## src/e1pm_pkg.sv

```systemverilog
/*
  Shared constants and carrier types for the E1 performance-monitor block:
  register indices, field positions, counter widths, the APB request bundle
  and the block's registered state.
  Assumes an APB master with 32-bit data and one register per aligned word.
*/
package e1pm_pkg;

  // Register indices; byte address is four times the index
  localparam logic [9:0] IDX_VIOL_HI     = 10'h000;
  localparam logic [9:0] IDX_VIOL_LO     = 10'h001;
  localparam logic [9:0] IDX_CRC_HI      = 10'h002;
  localparam logic [9:0] IDX_CRC_LO      = 10'h003;
  localparam logic [9:0] IDX_EBIT_HI     = 10'h004;
  localparam logic [9:0] IDX_EBIT_LO     = 10'h005;
  localparam logic [9:0] IDX_ALARM_MASK  = 10'h016;
  localparam logic [9:0] IDX_TIMING_MASK = 10'h017;
  localparam logic [9:0] IDX_CTRL        = 10'h018;

  // Control register field positions
  localparam int CTRL_SHORT_INTERVAL = 7;
  localparam int CTRL_CODE_VIOLATION = 6;
  localparam int CTRL_HDB3_ENABLE    = 2;

  // Alarm mask bit positions
  localparam int AM_SIGNALING_ONES   = 7;
  localparam int AM_DISTANT_MF       = 6;
  localparam int AM_SIGNALING_ZEROS  = 5;
  localparam int AM_RX_SLIP          = 4;
  localparam int AM_UNFRAMED_ONES    = 3;
  localparam int AM_REMOTE_ALARM     = 2;
  localparam int AM_CARRIER_LOSS     = 1;
  localparam int AM_SYNC_LOSS        = 0;

  // Timing mask bit positions
  localparam int TM_RX_SIG_MF        = 7;
  localparam int TM_RX_ALIGN         = 6;
  localparam int TM_TX_MF            = 5;
  localparam int TM_SECOND_TICK      = 4;
  localparam int TM_TX_ALIGN         = 3;
  localparam int TM_TX_CLOCK_LOSS    = 2;
  localparam int TM_RX_CRC_MF        = 1;
  localparam int TM_TX_SLIP          = 0;

  // Reset values
  localparam logic [7:0] MASK_RST = 8'h00;
  localparam logic [7:0] CTRL_RST = 8'h00;

  // Line input bit positions inside the synchroniser vectors
  localparam int LN_CLK = 2;
  localparam int LN_POS = 1;
  localparam int LN_NEG = 0;

  // APB request from the master
  typedef struct packed {
    logic        psel;
    logic        penable;
    logic        pwrite;
    logic [11:0] paddr;
    logic [31:0] pwdata;
  } e1pm_apb_t;

  // All registered state of the block
  typedef struct packed {
    logic [7:0]  alarm_mask;
    logic [7:0]  timing_mask;
    logic [7:0]  ctrl;
    logic [15:0] viol_live;
    logic [15:0] viol_snap;
    logic [9:0]  crc_live;
    logic [9:0]  crc_snap;
    logic [11:0] fas_live;
    logic [11:0] fas_snap;
    logic [9:0]  ebit_live;
    logic [9:0]  ebit_snap;
    logic [2:0]  sync1;
    logic [2:0]  sync2;
    logic [2:0]  sync3;
    logic [2:0]  stable;
    logic        have_mark;
    logic        last_mark_pos;
    logic [1:0]  zero_run;
    logic        have_bpv;
    logic        last_bpv_pos;
    logic        tick;
    logic        irq;
    logic [31:0] rdata;
  } e1pm_state_t;

endpackage

```

## src/e1pm_counters.sv

```systemverilog
/*
  E1 performance monitor: violation, CRC4, E-bit and FAS word error counters
  snapshotted on the interval tick, plus the two interrupt mask registers,
  all reached over APB.
  Assumes the framer supplies the one-second and 62.5 ms tick pulses, the
  sync-loss levels, per-word error pulses and the raw status event levels,
  all on ref_clk; the receive line clock and rails are asynchronous pins.
*/
// Our own choice: register access over APB.
// How it works
// Mask bit zero blocks its status event from the interrupt request; one passes it.
// Alarm mask 7..0: sig_ones, dist_mf, sig_zeros, rx_slip, unframed, remote, carrier, sync.
// Timing mask 7..0: rx_mf, rx_align, tx_mf, tick, tx_align, tx_clk, crc_mf, tx_slip.
// Four counters: line violations, CRC4 word errors, far-end E bits, FAS word errors.
// All snapshots update together each interval: one second, or 62.5 ms if short selected.
// Snapshot boundary is the very tick that drives the timer status flag output.
// Host reads counters before the next boundary, else previous values are overwritten.
// Every counter stops at its maximum and never wraps to zero.
// Violation count is 16 bits: high byte at index 00, low byte at 01.
// With code violation select clear, count same-polarity consecutive marks.
// In that mode with HDB3 decoding, substitution violations are not counted.
// With code violation select set, count consecutive same-polarity bipolar violations.
// Software picks bipolar mode for AMI lines and code violation mode for HDB3.
// Violation counter runs even during sync loss and saturates at 65535.
// CRC4 count is 10 bits: top bits in index 02 bits 1:0, low byte at 03.
// CRC4 counting pauses on frame or CRC4 multiframe sync loss, not CAS loss.
// Index 02 bits 7:2 return the top six bits of the 12-bit FAS count.
// Counter registers are read-only snapshots; live totals restart at each boundary.
module e1pm_counters (
  // Clock and reset
  input  wire logic                ref_clk,
  input  wire logic                rst_n,
  // APB slave
  input  wire e1pm_pkg::e1pm_apb_t apb_i,
  output logic [31:0]              prdata,
  output logic                     pready,
  output logic                     pslverr,
  // Receive line pins, asynchronous
  input  wire logic                rx_line_clk,
  input  wire logic                rx_pos,
  input  wire logic                rx_neg,
  // Framer timer ticks and sync levels
  input  wire logic                tick_one_second,
  input  wire logic                tick_short,
  input  wire logic                frame_sync_loss,
  input  wire logic                crc_mf_sync_loss,
  // Framer word error pulses
  input  wire logic                crc_word_error,
  input  wire logic                fas_word_error,
  input  wire logic                ebit_error,
  // Framer status events
  input  wire logic [7:0]          alarm_status,
  input  wire logic [7:0]          timing_status,
  // Outputs to the framer
  output logic                     timer_status_flag,
  output logic                     irq_request,
  output logic                     short_interval_select,
  output logic                     code_violation_select,
  output logic                     receive_hdb3_enable
);

  e1pm_pkg::e1pm_state_t s_ff;
  e1pm_pkg::e1pm_state_t nxt_s;

  logic       setup;
  logic       access;
  logic       hit;
  logic [9:0] idx;
  logic [7:0] rd_mux;
  logic       boundary;
  logic       bit_stb;
  logic       mark;
  logic       pol_pos;
  logic       bpv;
  logic       hdb3_sub;
  logic       cv;
  logic       viol_inc;
  logic       crc_inc;
  logic       fas_inc;

  // Bus phase and address decode
  assign setup  = apb_i.psel & ~apb_i.penable;
  assign access = apb_i.psel & apb_i.penable;
  assign idx    = apb_i.paddr[11:2];

  // Read mux; unmapped words answer an error
  always_comb begin
    hit    = (apb_i.paddr[1:0] == 2'b00);
    rd_mux = 8'h00;
    case (idx)
      e1pm_pkg::IDX_VIOL_HI:     rd_mux = s_ff.viol_snap[15:8];
      e1pm_pkg::IDX_VIOL_LO:     rd_mux = s_ff.viol_snap[7:0];
      e1pm_pkg::IDX_CRC_HI:      rd_mux = {s_ff.fas_snap[11:6], s_ff.crc_snap[9:8]};
      e1pm_pkg::IDX_CRC_LO:      rd_mux = s_ff.crc_snap[7:0];
      e1pm_pkg::IDX_EBIT_HI:     rd_mux = {s_ff.fas_snap[5:0], s_ff.ebit_snap[9:8]};
      e1pm_pkg::IDX_EBIT_LO:     rd_mux = s_ff.ebit_snap[7:0];
      e1pm_pkg::IDX_ALARM_MASK:  rd_mux = s_ff.alarm_mask;
      e1pm_pkg::IDX_TIMING_MASK: rd_mux = s_ff.timing_mask;
      e1pm_pkg::IDX_CTRL:        rd_mux = s_ff.ctrl;
      default:                   hit    = 1'b0;
    endcase
  end

  // Interval boundary is the selected timer tick
  assign boundary = s_ff.ctrl[e1pm_pkg::CTRL_SHORT_INTERVAL] ? tick_short
                                                              : tick_one_second;

  // Line bit strobe on a settled rising edge of the line clock
  assign bit_stb = s_ff.sync2[e1pm_pkg::LN_CLK] & s_ff.sync3[e1pm_pkg::LN_CLK]
                 & ~s_ff.stable[e1pm_pkg::LN_CLK];
  assign pol_pos = s_ff.stable[e1pm_pkg::LN_POS];
  assign mark    = bit_stb & (s_ff.stable[e1pm_pkg::LN_POS] | s_ff.stable[e1pm_pkg::LN_NEG]);

  // Violation classification
  assign bpv      = mark & s_ff.have_mark & (pol_pos == s_ff.last_mark_pos);
  assign hdb3_sub = bpv & s_ff.ctrl[e1pm_pkg::CTRL_HDB3_ENABLE] & (s_ff.zero_run == 2'd2);
  assign cv       = bpv & s_ff.have_bpv & (pol_pos == s_ff.last_bpv_pos);
  assign viol_inc = s_ff.ctrl[e1pm_pkg::CTRL_CODE_VIOLATION] ? cv : (bpv & ~hdb3_sub);

  // Gated error events
  assign crc_inc = crc_word_error & ~frame_sync_loss & ~crc_mf_sync_loss;
  assign fas_inc = fas_word_error & ~frame_sync_loss;

  // Next-state logic
  always_comb begin
    nxt_s = s_ff;

    // Three-stage pin synchronisers; a level settles when stages two and three agree
    nxt_s.sync1 = {rx_line_clk, rx_pos, rx_neg};
    nxt_s.sync2 = s_ff.sync1;
    nxt_s.sync3 = s_ff.sync2;
    for (int i = 0; i < 3; i++) begin
      if (s_ff.sync2[i] == s_ff.sync3[i]) begin
        nxt_s.stable[i] = s_ff.sync3[i];
      end
    end

    // Mark polarity history and zero run for HDB3 recognition
    if (bit_stb) begin
      if (mark) begin
        nxt_s.have_mark     = 1'b1;
        nxt_s.last_mark_pos = pol_pos;
        nxt_s.zero_run      = 2'd0;
      end else if (s_ff.zero_run != 2'd2) begin
        nxt_s.zero_run = s_ff.zero_run + 2'd1;
      end
    end
    if (bpv) begin
      nxt_s.have_bpv     = 1'b1;
      nxt_s.last_bpv_pos = pol_pos;
    end

    // Live counters saturate; on the boundary they restart and snapshots latch
    if (boundary) begin
      nxt_s.viol_snap = s_ff.viol_live;
      nxt_s.crc_snap  = s_ff.crc_live;
      nxt_s.fas_snap  = s_ff.fas_live;
      nxt_s.ebit_snap = s_ff.ebit_live;
      nxt_s.viol_live = {15'h0000, viol_inc};
      nxt_s.crc_live  = {9'h000, crc_inc};
      nxt_s.fas_live  = {11'h000, fas_inc};
      nxt_s.ebit_live = {9'h000, ebit_error};
    end else begin
      if (viol_inc && !(&s_ff.viol_live)) begin
        nxt_s.viol_live = s_ff.viol_live + 16'h0001;
      end
      if (crc_inc && !(&s_ff.crc_live)) begin
        nxt_s.crc_live = s_ff.crc_live + 10'h001;
      end
      if (fas_inc && !(&s_ff.fas_live)) begin
        nxt_s.fas_live = s_ff.fas_live + 12'h001;
      end
      if (ebit_error && !(&s_ff.ebit_live)) begin
        nxt_s.ebit_live = s_ff.ebit_live + 10'h001;
      end
    end
    nxt_s.tick = boundary;

    // Interrupt request from enabled status events
    nxt_s.irq = |(alarm_status & s_ff.alarm_mask)
              | |(timing_status & s_ff.timing_mask);

    // Read data captured in the setup phase
    if (setup) begin
      nxt_s.rdata = {24'h000000, rd_mux};
    end

    // Writes take effect at the access edge; counter words ignore writes
    if (access && apb_i.pwrite && hit) begin
      case (idx)
        e1pm_pkg::IDX_ALARM_MASK:  nxt_s.alarm_mask  = apb_i.pwdata[7:0];
        e1pm_pkg::IDX_TIMING_MASK: nxt_s.timing_mask = apb_i.pwdata[7:0];
        e1pm_pkg::IDX_CTRL:        nxt_s.ctrl        = apb_i.pwdata[7:0];
        default:                   nxt_s.ctrl        = s_ff.ctrl;
      endcase
    end
  end

  // State register
  always_ff @(posedge ref_clk or negedge rst_n) begin
    if (!rst_n) begin
      s_ff             <= '0;
      s_ff.alarm_mask  <= e1pm_pkg::MASK_RST;
      s_ff.timing_mask <= e1pm_pkg::MASK_RST;
      s_ff.ctrl        <= e1pm_pkg::CTRL_RST;
    end else begin
      s_ff <= nxt_s;
    end
  end

  // Outputs
  assign prdata                = s_ff.rdata;
  assign pready                = 1'b1;            // No wait states
  assign pslverr               = access & ~hit;
  assign timer_status_flag     = s_ff.tick;
  assign irq_request           = s_ff.irq;
  assign short_interval_select = s_ff.ctrl[e1pm_pkg::CTRL_SHORT_INTERVAL];
  assign code_violation_select = s_ff.ctrl[e1pm_pkg::CTRL_CODE_VIOLATION];
  assign receive_hdb3_enable   = s_ff.ctrl[e1pm_pkg::CTRL_HDB3_ENABLE];

endmodule // e1pm_counters

```

## config.mk

```make
export PLATFORM = sky130hd
export DESIGN_NAME = e1pm_counters
export DESIGN_NICKNAME = d
export VERILOG_FILES = /design/src/e1pm_pkg.sv /design/src/e1pm_counters.sv
export SDC_FILE = /design/constraint.sdc
export NUM_CORES = 1
export LEC_CHECK = 0
export ABC_AREA = 1
export BUFFER_PORTS_ARGS = -buffer_cell sky130_fd_sc_hd__buf_2
export CORE_UTILIZATION = 45
export CTS_BUF_LIST = sky130_fd_sc_hd__clkbuf_8
export DETAILED_ROUTE_END_ITERATION = 10
export PLACE_DENSITY = 0.65
export REMOVE_ABC_BUFFERS = 1
export SLEW_MARGIN = 20
export SYNTH_ARGS = -nofsm -noshare
export SYNTH_HDL_FRONTEND = slang
export SYNTH_SLANG_ARGS = --single-unit
```

## constraint.sdc

```tcl
create_clock -name ref_clk -period 2.25 [get_ports ref_clk]
set_input_delay 0 -clock ref_clk [delete_from_list [all_inputs] [get_ports ref_clk]]
set_output_delay 0 -clock ref_clk [all_outputs]
set_load 0.05 [all_outputs]
```

# After elaboration in Yosys (flattened, before gate mapping)
# Cells that the tools add are included.
[word_totals]
word_cells = 114
inputBits = 75
regBits = 148
[classes]
bitwise = 26
eq_ne = 15
muxes = 14
n_addsub = 5
reduce_logical = 29
[op_table]
columns = ["operator", "count"]
rows = [
  ["$pmux W8 S9", 1],
  ["$mux W10", 4],
  ["$mux W16", 2],
  ["$eq A10 B5 Y1 const B", 3],
  ["$mux W12", 2],
  ["$add A10 B1 Y10 const B", 2],
  ["$eq A10 B2 Y1 const B", 2],
  ["$eq A10 B3 Y1 const B", 2],
  ["$reduce_and A10 Y1", 2],
  ["$add A16 B1 Y16 const B", 1],
  ["$and A1 B1 Y1", 16],
  ["$and A8 B8 Y8", 2],
  ["$reduce_and A16 Y1", 1],
  ["$reduce_or A8 Y1", 2],
  ["$add A12 B1 Y12 const B", 1],
  ["$reduce_and A12 Y1", 1],
  ["$eq A10 B1 Y1 const B", 1],
  ["$logic_not A10 Y1", 1],
  ["$reduce_and A2 Y1", 5],
  ["$reduce_bool A2 Y1", 5],
  ["$reduce_or A9 Y1", 1],
  ["$logic_and A1 B1 Y1", 6],
  ["$not A1 Y1", 6],
  ["$eq A1 B1 Y1", 5],
  ["other kinds (8)", 15],
]

# Depth between registers and ports, before layout
# Gate-level depths: netlist of run 1.
[depth]
ltp_word = 13
depth_mapped = 12
ltp_nobuf = 12

# Worst setup path before layout of run 1
# No wires, ideal clock.
[synth_path]
path_kind = "flip-flop to flip-flop"
startpoint = "reg s_ff, in the netlist short_interval_select"
endpoint = "reg s_ff[84] (netlist name)"
required_time_ns = 2.120
setup_time_ns = 0.130
path_stages_with_launch = 7
arrival_time_ns = 1.741
setup_slack_ns = 0.379
synth_period_minus_slack_ns = 1.871
cell_sequence = "dfrtp_1 > or2_2 > nand2_1 > inv_1 > clkbuf_1 > a22oi_1 > o21ai_0"
[synth_via]
elab_chain_cells = 2
word_cells_on_any_way = 3
[synth_rtl]
columns = ["item", "line", "rtl"]
rows = [
  ["start, declared", "e1pm_counters.sv:62", "e1pm_pkg::e1pm_state_t s_ff;"],
  ["start signal, assigned", "e1pm_counters.sv:207", "s_ff <= nxt_s;"],
  ["$mux W1 *", "e1pm_counters.sv:105", "assign boundary = s_ff.ctrl[e1pm_pkg::CTRL_SHORT_INTERVAL] ? tick_short"],
  ["$mux W12 or $reduce_bool A2 Y1 (tied branches)", "n/a", ""],
]
# Mark *: on every way between the ends. The rest lies on a longest branch, timed or not.
# A chain may end at the register's enable or synchronous reset.

# Final worst setup path of run 1
[layout_path]
startpoint = "in apb_i[42] (netlist name)"
endpoint = "reg s_ff, in the netlist code_violation_select"
[layout_via]
elab_chain_cells = 5
word_cells_on_any_way = 13
[layout_rtl]
columns = ["item", "line", "rtl"]
rows = [
  ["start, declared", "e1pm_counters.sv:34", "input wire e1pm_pkg::e1pm_apb_t apb_i,"],
  ["$eq A10 B5 Y1, or another cell as far along", "e1pm_counters.sv:90", "case (idx)"],
  ["$reduce_or A9 Y1 (no source line)", "n/a", ""],
  ["$mux W1", "e1pm_counters.sv:90", ""],
  ["$logic_and A1 B1 Y1", "e1pm_counters.sv:189", "if (access && apb_i.pwrite && hit) begin"],
  ["$reduce_and A2 Y1 (no source line) *", "n/a", ""],
]
# Marks and branches as above.

==> results.md, run 1 <==
* Outcome: finished clean
* CTS Buffer Depth at 2
* Cells after synthesis at 959
* Yosys top cell area share at 48.7%
* Synth warn at 0
* Grt total ovfl at 0
* Routed vias/inst at 5.00
* Final Critical Period at 2.12 ns
* Die outline width at 132 microns
* Global placer's final weighted congestion at 0.854
* Critical path class: in2reg
* Worst r2r dst: s_ff[134]
* Hold EP: s_ff[111]
* Gr usage total at 22.6%
* Port bufs at 64
* Dominant cells by area after synthesis: dfrtp_1 49%, nand2_1 16%, o21ai_0 5.1%
* Routed Antenna Nets at 0
* Skew final at 0.0140 ns
* Max cap viols at 0
* Yosys top cell by area: dfrtp_1
* Max VDD drop at 0.387 mV
* #FFs+latches synth at 148
* CTS Buf Count at 17
* Reg2Reg Depth at 10
* Post-Syn Area at 0.00760 sq mm
* CTS clock-pin slew for the worst setup and hold paths at 0.08 ns
* Avg WL per Cell at 14.3 microns
* CTS Sinks at 148
* Critical-path maximum fanout at 7
* Synth async-reset ratio at 100%
* Number of synthesized flops with an enable pin at 0
* Nets@finish at 1,130
* PwrDens at 639 mW/mm^2
* Starting density of the core at 46.0%
* Initial antenna violation count at 0
* Leakage at 0.00430 uW
* CP Launch Type: input port
* Worst min-delay path category: in2reg
* Sequential element share of the synthesized area at 48.7%
* Crit path DAT at 2.53 ns
* H-tree depth at 4
* R2R Path Start: nxt_s[45]
* Final period util at 94.3%
* FP Rows at 47
* # diodes at 0
* Ys flop type: dfrtp_1
* DR pass1 iterations at 5
* Total power at 5600 uW
* RSZ-0062 raised after global routing: no
* Worst slew pin tran at 0.729 ns
* Vias in the first global route at 6,161
* DIE HEIGHT at 132 microns
* HPWL after DPL at 13.2 mm
* Final hold violations at 0
* Residual DRC at 0
* Via Count at 6,415
* Max-slew violation count at 0
* Layout cells sized above 1 at 14.0%
* CP endpoint kind: register
* CTS tree: built
* Hold_ws at 0.0279 ns
* Clock latency on the worst-skew pair at 0.47 ns
* Root buf cell: clkbuf_8
* Core Box Area at 0.0165 sq mm
* Max frequency at 0.471 GHz
* Final setup vio count at 0
* Initial DRC count at 598
* Number of library cell types mapped by synthesis at 43
* First-pass GRT wire length at 30.8 mm
* Mean Syn Cell Area at 7.93 sq um
* Slew headroom at 51.4%
* Layout area overhead at 15.3%
* Hold path start: frame_sync_loss
* Worst hold stages at 5
* WL final at 18.3 mm
* WP data required at 2.65 ns
* Largest net degree at the start of global routing at 91
* Die area at 0.0174 sq mm
* I/O pin count at 114
* Reg2Reg Setup Slack at 0.21 ns
## metal layers
metal	vias to the layer above	track usage (%)	wire, microns
met5	-	0	0
met4	0	8.27	345
met3	25	4.27	849
met2	166	34.6	8160
met1	3018	31.9	8940
li1	3206	-	-
## critical path: stages
cell           delay, ns
dlygate4sd3_1       0.54
buf_2               0.14
inv_1               0.04
nand2_1             0.09
nor2_4              0.17
nand3_2             0.23
nand2_1             0.14
nor2_1              0.05
nand2_2             0.15
nand3_4             0.14
nor2_4              0.16
nand2_1             0.06
dlygate4sd3_1       0.56
nand2_1             0.06
## state kept, by name, indices dropped and copies added (netlist names)
signal,cells
code_violation_select,1
irq_request,1
nxt_s,6
pol_pos,1
prdata,8
receive_hdb3_enable,1
s_ff,128
short_interval_select,1
timer_status_flag,1
## cells in the mapped netlist, types with 3 or more instances
library cell / count
nand2_1: 314
dfrtp_1: 148
inv_1: 96
o21ai_0: 77
nor2_1: 74
nand3_1: 43
buf_4: 35
nand4_1: 24
nor3_1: 23
xor2_1: 16
a21oi_1: 12
clkbuf_1: 10
o21ai_1: 7
buf_2: 6
ha_1: 6
nand3b_1: 6
nor2_4: 6
o21ai_2: 6
a22oi_1: 5
a221oi_1: 4
a22o_1: 4
inv_2: 4
or2_2: 4
nand2_2: 3
o31ai_1: 3
## kinds of logic (layout without fill, tap and decap cells)
kind of cell / after synthesis / count (layout) / share of synthesized area (%)
simple gates: 509 / 509 / 29.2
flops: 148 / 148 / 48.7
other cells: 2 / 25 / 0.0988
xor+xnor: 16 / 16 / 1.84
compound gates: 122 / 122 / 9.23
mux: 1 / 1 / 0.148
buf+inv: 153 / 233 / 9.51
fa+ha+maj: 8 / 8 / 1.25
## how the worst max path moves through the flow
stage | startpoint | end
floorplan | short_interval_select | s_ff[136]
global placement | nxt_s[45] | s_ff[134]
CTS | s_ff[159] | irq_request
global route | apb_i[42] | code_violation_select
detailed placement | nxt_s[45] | s_ff[134]
finish | apb_i[42] | code_violation_select
## cells in the final DEF, fill, tap and decap left out, types with 16 or more instances in the layout
cell           Yosys  final
o21ai_0           77     77
nand4_1           24     24
buf_2              6     63
nor3_1            23     23
dfrtp_1          148    148
inv_1             96     97
nand2_1          314    313
nor2_1            74     72
xor2_1            16     16
conb_1             2     25
clkbuf_8           0     17
nand3_1           43     43
dlygate4sd3_1      0     19
## stage by stage
stage	setup TNS, ns	utilization (%)	setup slack (ns)	std cells	cell area (sq um)
finish	0	53.0	0.127	1282	8760
global route	0	53.0	0.000304	1282	8760
CTS	0	52.9	0.0626	1281	8740
detailed placement	0	49.1	0.226	1229	8110
global placement	0	49.1	0.275	1229	8110
floorplan	-113.69	-	-1.98	930	7350
## layout make-up
class / count / area, sq um
clock buffers: 17 / 234
clock inverters: 15 / 204
fillers: 1603 / 7760
inverters: 101 / 382
multi-input cells: 681 / 3280
flip-flops and latches: 148 / 3700
well taps: 220 / 275
repair buffers: 100 / 686
## power breakdown
group / internal [uW] / switching (uW)
combinational: 154 / 373
sequential: 2740 / 52.8
clock: 1210 / 1070
total: 4110 / 1490
## repair_timing
item / in CTS / in global routing
hold buffers: 20 / 0
endpoints found under the hold margin: 187 / 0
setup endpoints to repair: 0 / 2
resized for setup: 0 / 4
setup buffers: 0 / 2
Power figures use the tool's default switching activity.
==> run 2: changes to the inputs <==
--- a/config.mk
+++ b/config.mk
@@ -7,10 +7,10 @@
 export LEC_CHECK = 0
 export ABC_AREA = 1
 export BUFFER_PORTS_ARGS = -buffer_cell sky130_fd_sc_hd__buf_2
-export CORE_UTILIZATION = 45
+export CORE_UTILIZATION = 59
 export CTS_BUF_LIST = sky130_fd_sc_hd__clkbuf_8
 export DETAILED_ROUTE_END_ITERATION = 10
-export PLACE_DENSITY = 0.65
+export PLACE_DENSITY = 0.82
 export REMOVE_ABC_BUFFERS = 1
 export SLEW_MARGIN = 20
 export SYNTH_ARGS = -nofsm -noshare
==> run 2 against run 1 <==
Worst hold slack worse by 0.012 ns. Via count increased by 2.2%. Total power shrank 5.3%. Clock power down 13%. Register-to-register slack better by 0.04 ns. Core utilization up 15 points. Flip-flop and latch count stayed put. Critical path type is now reg2reg. Critical endpoint is now s_ff[134]. Largest cell class unchanged.
==> results.md, run 2 (synthesis results as in run 1) <==
* Outcome: finished clean
* Final period util at 89.0% (-5.3 points)
* WL final at 17.9 mm (-2.3%)
* Layout area overhead at 12.5%
* Starting density of the core at 60.5% (+14 points)
* First-pass GRT wire length at 29.3 mm (-4.9%)
* Max frequency at 0.499 GHz (+6.0%)
* CTS tree: built
* WL met1 at 8.07 mm (-9.7%)
* Final setup vio count at 0 (unchanged)
* Leakage at 0.00424 uW (-1.4%)
* Avg WL per Cell at 14.6 microns (+2.4%)
* Max incr delay on CP at 0.35 ns (-0.21 ns)
* Critical path class: reg2reg
* Initial DRC count at 706 (+18%)
* H-tree depth at 4 (unchanged)
* Max VDD drop at 0.353 mV (-8.7%)
* Port bufs at 64 (unchanged)
* Most flops, register: s_ff
* I/O pin count at 114 (unchanged)
* CP Launch Type: register
* Slew headroom at 41.4% (-9.9 points)
* Hold_ws at 0.0156 ns (-0.0123 ns)
* Final instance area at 0.00855 sq mm (-2.4%)
* CP endpoint kind: register
* Worst min-delay path category: in2async
* Via Count at 6,555 (+2.2%)
* Max-slew violation count at 0 (unchanged)
* Commonest non-fill, non-tap cell in the layout: nand2_1
* Crit path DAT at 2.34 ns (-0.19 ns)
* PwrDens at 621 mW/mm^2 (-2.9%)
* Global placer's final weighted congestion at 0.896 (+4.9%)
* Routed Antenna Nets at 0 (unchanged)
* Core Box Area at 0.0126 sq mm (-24%)
* FP Rows at 41 (-13%)
* Skew final at 0.0114 ns (-0.00264 ns)
* Routed vias/inst at 5.36 (+7.1%)
* Placed cell areas at 0.00800 sq mm (-1.4%)
* CTS clock-pin slew for the worst setup and hold paths at 0.08 ns (about the same)
* Residual DRC at 0 (unchanged)
* Post-CTS setup buffer count at 0 (unchanged)
* Highest metal used: met4
* DIE HEIGHT at 116 microns (-12%)
* Nets@finish at 1,121 (-0.80%)
* # diodes at 0 (unchanged)
* DR pass1 iterations at 5 (unchanged)
* Met3 routed wirelength at 1.12 mm (+31%)
* Gr usage total at 28.9% (+6.3 points)
* WP data required at 2.58 ns (-0.07 ns)
* Slowest-stage cell, CP: dfrtp_1
* RSZ-0062 raised after global routing: no
* Critical-path maximum fanout at 10 (+3)
* CTS Buffer Depth at 2 (unchanged)
* Die outline width at 116 microns (-12%)
* Worst slew pin tran at 0.877 ns (+0.148 ns)
* Max reg flops at 128 (unchanged)
* CTS Buf Count at 17 (unchanged)
* Root buf cell: clkbuf_8
* Total power at 5310 uW (-5.3%)
* Initial antenna violation count at 0 (unchanged)
* Vias in the first global route at 6,112 (-0.80%)
* CTS Sinks at 148 (unchanged)
* Met2 wire length at 8.16 mm (about the same)
* Commonest cells after routing, fill and taps aside: 313 x nand2_1, 148 x dfrtp_1, 97 x inv_1
* Die area at 0.0133 sq mm (-23%)
* HPWL after DPL at 12.7 mm (-3.7%)
* Final hold violations at 0 (unchanged)
* Clock latency on the worst-skew pair at 0.45 ns (-0.02 ns)
* Final Critical Period at 2.00 ns (-0.119 ns)
* Cells along the critical path: ha_1 -> inv_1 -> nor2_1 -> o21ai_1 -> nor2_2 -> nand2_1 -> a21oi_4 -> buf_4 -> nand2_1 -> nand2_1 -> a21oi_1
* Most common cell on crit path: nand2_1
* Largest net degree at the start of global routing at 118 (+30%)
* Max cap viols at 0 (unchanged)
* Grt total ovfl at 0 (unchanged)
* Layout cells sized above 1 at 13.3% (-0.71 points)
run 2: cell types whose count changed in the layout (fill, tap and decap cells not counted), sizes merged:
cell         before  now
bufinv            4    2
inv             105  102
clkinvlp          3    2
buf              81   74
clkinv            4    6
clkbuf           17   19
dlygate4sd3      19   17
run 2: layout make-up:
class                   count  area, sq um
clock buffers              19          262
clock inverters            11          113
fillers                  1018         4020
inverters                 101          382
multi-input cells         681         3280
flip-flops and latches    148         3700
well taps                 172          215
repair buffers             91          597
run 2: layer usage:
layer  GRT usage [%]  vias up
met1            39.4     3061
met2            45.2      263
met3            5.33       39
met4            13.1        0
met5               0        -
li1                -     3192
run 2: worst paths after layout:
check                                 from         to  slack [ns]  depth (start not counted)
min reg2reg                      nxt_s[48]  nxt_s[45]        0.35                          0
max reg2reg                       s_ff[45]  s_ff[134]        0.25                         11
max in group asynchronous            rst_n   s_ff[88]        1.45                          3
min                                  rst_n  s_ff[146]        0.02                          2
min in group ref_clk       frame_sync_loss   s_ff[84]        0.02                          4
max                               s_ff[45]  s_ff[134]        0.25                         11
run 2: timing repair:
item / CTS / global route
endpoints found under the setup margin: 0 / 2
hold buffers: 18 / 0
resized for setup: 0 / 2
endpoints found under the hold margin: 185 / 0
run 2: worst max-delay path, delay by kind of cell, from the launching register on:
| kind | cells | cell delay, ns |
|---|---|---|
| adder cells (fa/ha/maj) | 1 | 0.14 |
| buffers and inverters | 2 | 0.27 |
| AO/OA/AOI/OAI | 3 | 0.49 |
| AND/OR/NAND/NOR | 5 | 0.61 |
| flip-flops | 1 | 0.35 |
run 2: power by group:
part | internal (uW) | switching, uW
logic | 149 | 374
clock network | 1020 | 969
registers | 2740 | 54.7
total | 3910 | 1400
run 2: through the flow:
stage / std cells / utilization [%] / setup WS (ns) / TNS (ns)
global placement: 1176 / 63.6 / 0.290 / 0
global route: 1223 / 68.0 / 0.0189 / 0
detailed placement: 1176 / 63.6 / 0.250 / 0
finish: 1223 / 68.0 / 0.247 / 0
CTS: 1224 / 68.0 / 0.0213 / 0
floorplan: 930 / - / -1.98 / -113.69
==> run 3: changes to the inputs <==
--- a/config.mk
+++ b/config.mk
@@ -7,10 +7,11 @@
 export LEC_CHECK = 0
 export ABC_AREA = 1
 export BUFFER_PORTS_ARGS = -buffer_cell sky130_fd_sc_hd__buf_2
-export CORE_UTILIZATION = 59
+export CORE_UTILIZATION = 60
 export CTS_BUF_LIST = sky130_fd_sc_hd__clkbuf_8
 export DETAILED_ROUTE_END_ITERATION = 10
-export PLACE_DENSITY = 0.82
+export PLACE_DENSITY = 0.83
+export RECOVER_POWER = 25
 export REMOVE_ABC_BUFFERS = 1
 export SLEW_MARGIN = 20
 export SYNTH_ARGS = -nofsm -noshare
==> constraint.sdc (replaced) <==
create_clock -name ref_clk -period 2.4 [get_ports ref_clk]
set_input_delay 0 -clock ref_clk [delete_from_list [all_inputs] [get_ports ref_clk]]
set_output_delay 0 -clock ref_clk [all_outputs]
set_load 0.05 [all_outputs]
==> run 3 against run 2 <==
The run now ends with max-capacitance violations, max-slew violations left. Total power down 1.4%. Clock skew about the same. Die area down 1.6%.
==> results.md, run 3 (synthesis results as in run 1) <==
* Outcome: finished, violations left
* Failing checks: max-capacitance violations, max-slew violations
* Layout area overhead at 13.9%
* WL final at 18.3 mm (+2.2%)
* HPWL after DPL at 12.6 mm (-0.46%)
* Starting density of the core at 62.5% (+2.0 points)
* Port bufs at 64 (unchanged)
* Worst min-delay path category: in2reg
* DIE HEIGHT at 115 microns (-0.82%)
* Slew headroom at -24.7% (-66 points)
* Hold path start: frame_sync_loss
* Final setup vio count at 0 (unchanged)
* Slowest-stage cell, CP: dlygate4sd3_1
* Grt total ovfl at 0 (unchanged)
* Clock latency on the worst-skew pair at 0.46 ns (about the same)
* FP Rows at 40 (-2.4%)
* Max VDD drop at 0.344 mV (-2.7%)
* Max-slew violation count at 75 (+75)
* Setup TNS Final at 0 ns (unchanged)
* Critical-path maximum fanout at 3 (-7)
* Max reg flops at 128 (unchanged)
* CTS tree: built
* DR pass1 iterations at 5 (unchanged)
* Total power at 5230 uW (-1.4%)
* Worst slew pin tran at 1.87 ns (+0.994 ns)
* Root buf cell: clkbuf_8
* R2R Path Start: s_ff[163]
* I/O pin count at 114 (unchanged)
* Residual DRC at 0 (unchanged)
* Final instance area at 0.00866 sq mm (+1.3%)
* Leakage at 0.00428 uW (+1.0%)
* Crit path DAT at 2.56 ns (+0.22 ns)
* Final period util at 92.6% (+3.6 points)
* Core Box Area at 0.0122 sq mm (-3.2%)
* # diodes at 0 (unchanged)
* Critical path startpoint: s_ff[163]
* PostCTS Resize Cnt at 0 (unchanged)
* Critical path class: reg2reg
* Skew final at 0.0117 ns (+0.000284 ns)
* Max incr delay on CP at 0.59 ns (+0.24 ns)
* CTS clock-pin slew for the worst setup and hold paths at 0.08 ns (about the same)
* Gr usage total at 30.1% (+1.2 points)
* Placed cell areas at 0.00800 sq mm (about the same)
* H-tree depth at 4 (unchanged)
* Most common cell on crit path: dlygate4sd3_1
* Die outline width at 115 microns (-0.82%)
* Cells along the critical path: a22o_1 -> a221oi_1 -> dlygate4sd3_1 -> nand4_1 -> dlygate4sd3_1
* Via Count at 6,575 (+0.31%)
* Max frequency at 0.450 GHz (-9.9%)
* Largest net degree at the start of global routing at 77 (-35%)
* Final Critical Period at 2.22 ns (+0.220 ns)
* Global placer's final weighted congestion at 0.883 (-1.4%)
* CP endpoint kind: register
* WP data required at 2.74 ns (+0.16 ns)
* CP Launch Type: register
* Nets@finish at 1,125 (+0.36%)
* Most flops, register: s_ff
* Initial DRC count at 623 (-12%)
* Die area at 0.0131 sq mm (-1.6%)
* Final core utilization at 71.2% (+3.2 points)
* Routed Antenna Nets at 0 (unchanged)
* Initial antenna violation count at 0 (unchanged)
* Commonest cells after routing, fill and taps aside: 313 x nand2_1, 148 x dfrtp_1, 97 x inv_1
* Commonest non-fill, non-tap cell in the layout: nand2_1
* CTS Buf Count at 17 (unchanged)
* Layout cells sized above 1 at 13.2% (-0.15 points)
* PwrDens at 604 mW/mm^2 (-2.6%)
* Routed vias/inst at 5.38 (+0.31%)
* Final hold violations at 0 (unchanged)
* Avg WL per Cell at 14.9 microns (+2.2%)
* RSZ-0062 raised after global routing: no
* CTS Sinks at 148 (unchanged)
* Max cap viols at 1 (+1)
* Vias in the first global route at 6,210 (+1.6%)
* First-pass GRT wire length at 29.9 mm (+2.1%)
* CTS Buffer Depth at 2 (unchanged)
==> run 3: cell types whose count changed in the layout (fill, tap and decap cells not counted), moves of 2 or more <==
cell | before | now
dlygate4sd3_1 | 17 | 20
buf_12 | 2 | 5
clkinv_2 | 5 | 2
bufinv_16 | 2 | 4
buf_4 | 8 | 6
==> run 3: per-layer routing <==
layer	routed length [microns]	up-vias	global-route usage, %
met5	0	-	0
met4	418	0	12.2
met3	1330	32	6.41
met2	8640	277	47.5
met1	7880	3077	40.6
li1	-	3189	-
==> run 3: repair_timing <==
action                                 in CTS  in global routing
endpoints found under the hold margin     115                  0
hold buffers                               20                  0
setup buffers                               0                  3
setup endpoints to repair                   0                  9
==> run 3: layout make-up <==
| cell class | instances | area, sq um |
|---|---|---|
| sequential | 148 | 3700 |
| fill | 922 | 3500 |
| multi-input combinational | 681 | 3270 |
| timing repair buffer | 95 | 666 |
| inverter | 101 | 382 |
| clock buffer | 20 | 275 |
| tap | 168 | 210 |
| clock inverter | 10 | 156 |
==> run 3: worst max-delay path: cells and delay by family (launching register included) <==
kind,cells,cell delay [ns]
simple gates,1,0.08
buf+inv,2,1.17
flops,1,0.42
compound gates,2,0.44
==> run 3: stage by stage <==
step / setup WS [ns] / hold slack (ns) / cells
after detailed placement: 0.242 / 0.0783 / 1170
after floorplan: -1.83 / -0.296 / 930
after CTS: 0.146 / 0.00676 / 1220
after global routing: 0.134 / 0.0360 / 1223
after global placement: 0.334 / 0.0715 / 1170
final: 0.177 / 0.0313 / 1223
==> run 3: final timing paths <==
| kind | cells past startpoint | to | slack (ns) |
|---|---|---|---|
| min reg2reg | 0 | nxt_s[44] | 0.36 |
| max in group asynchronous | 2 | s_ff[81] | 0.69 |
| min in group asynchronous | 2 | s_ff[84] | 0.59 |
| min | 4 | s_ff[84] | 0.03 |
| max reg2reg | 5 | irq_request | 0.18 |
| max | 5 | irq_request | 0.18 |
==> run 3: power by group <==
part,internal [uW],switching (uW)
clock network,1200,905
logic,150,358
registers,2570,53.8
total,3920,1320
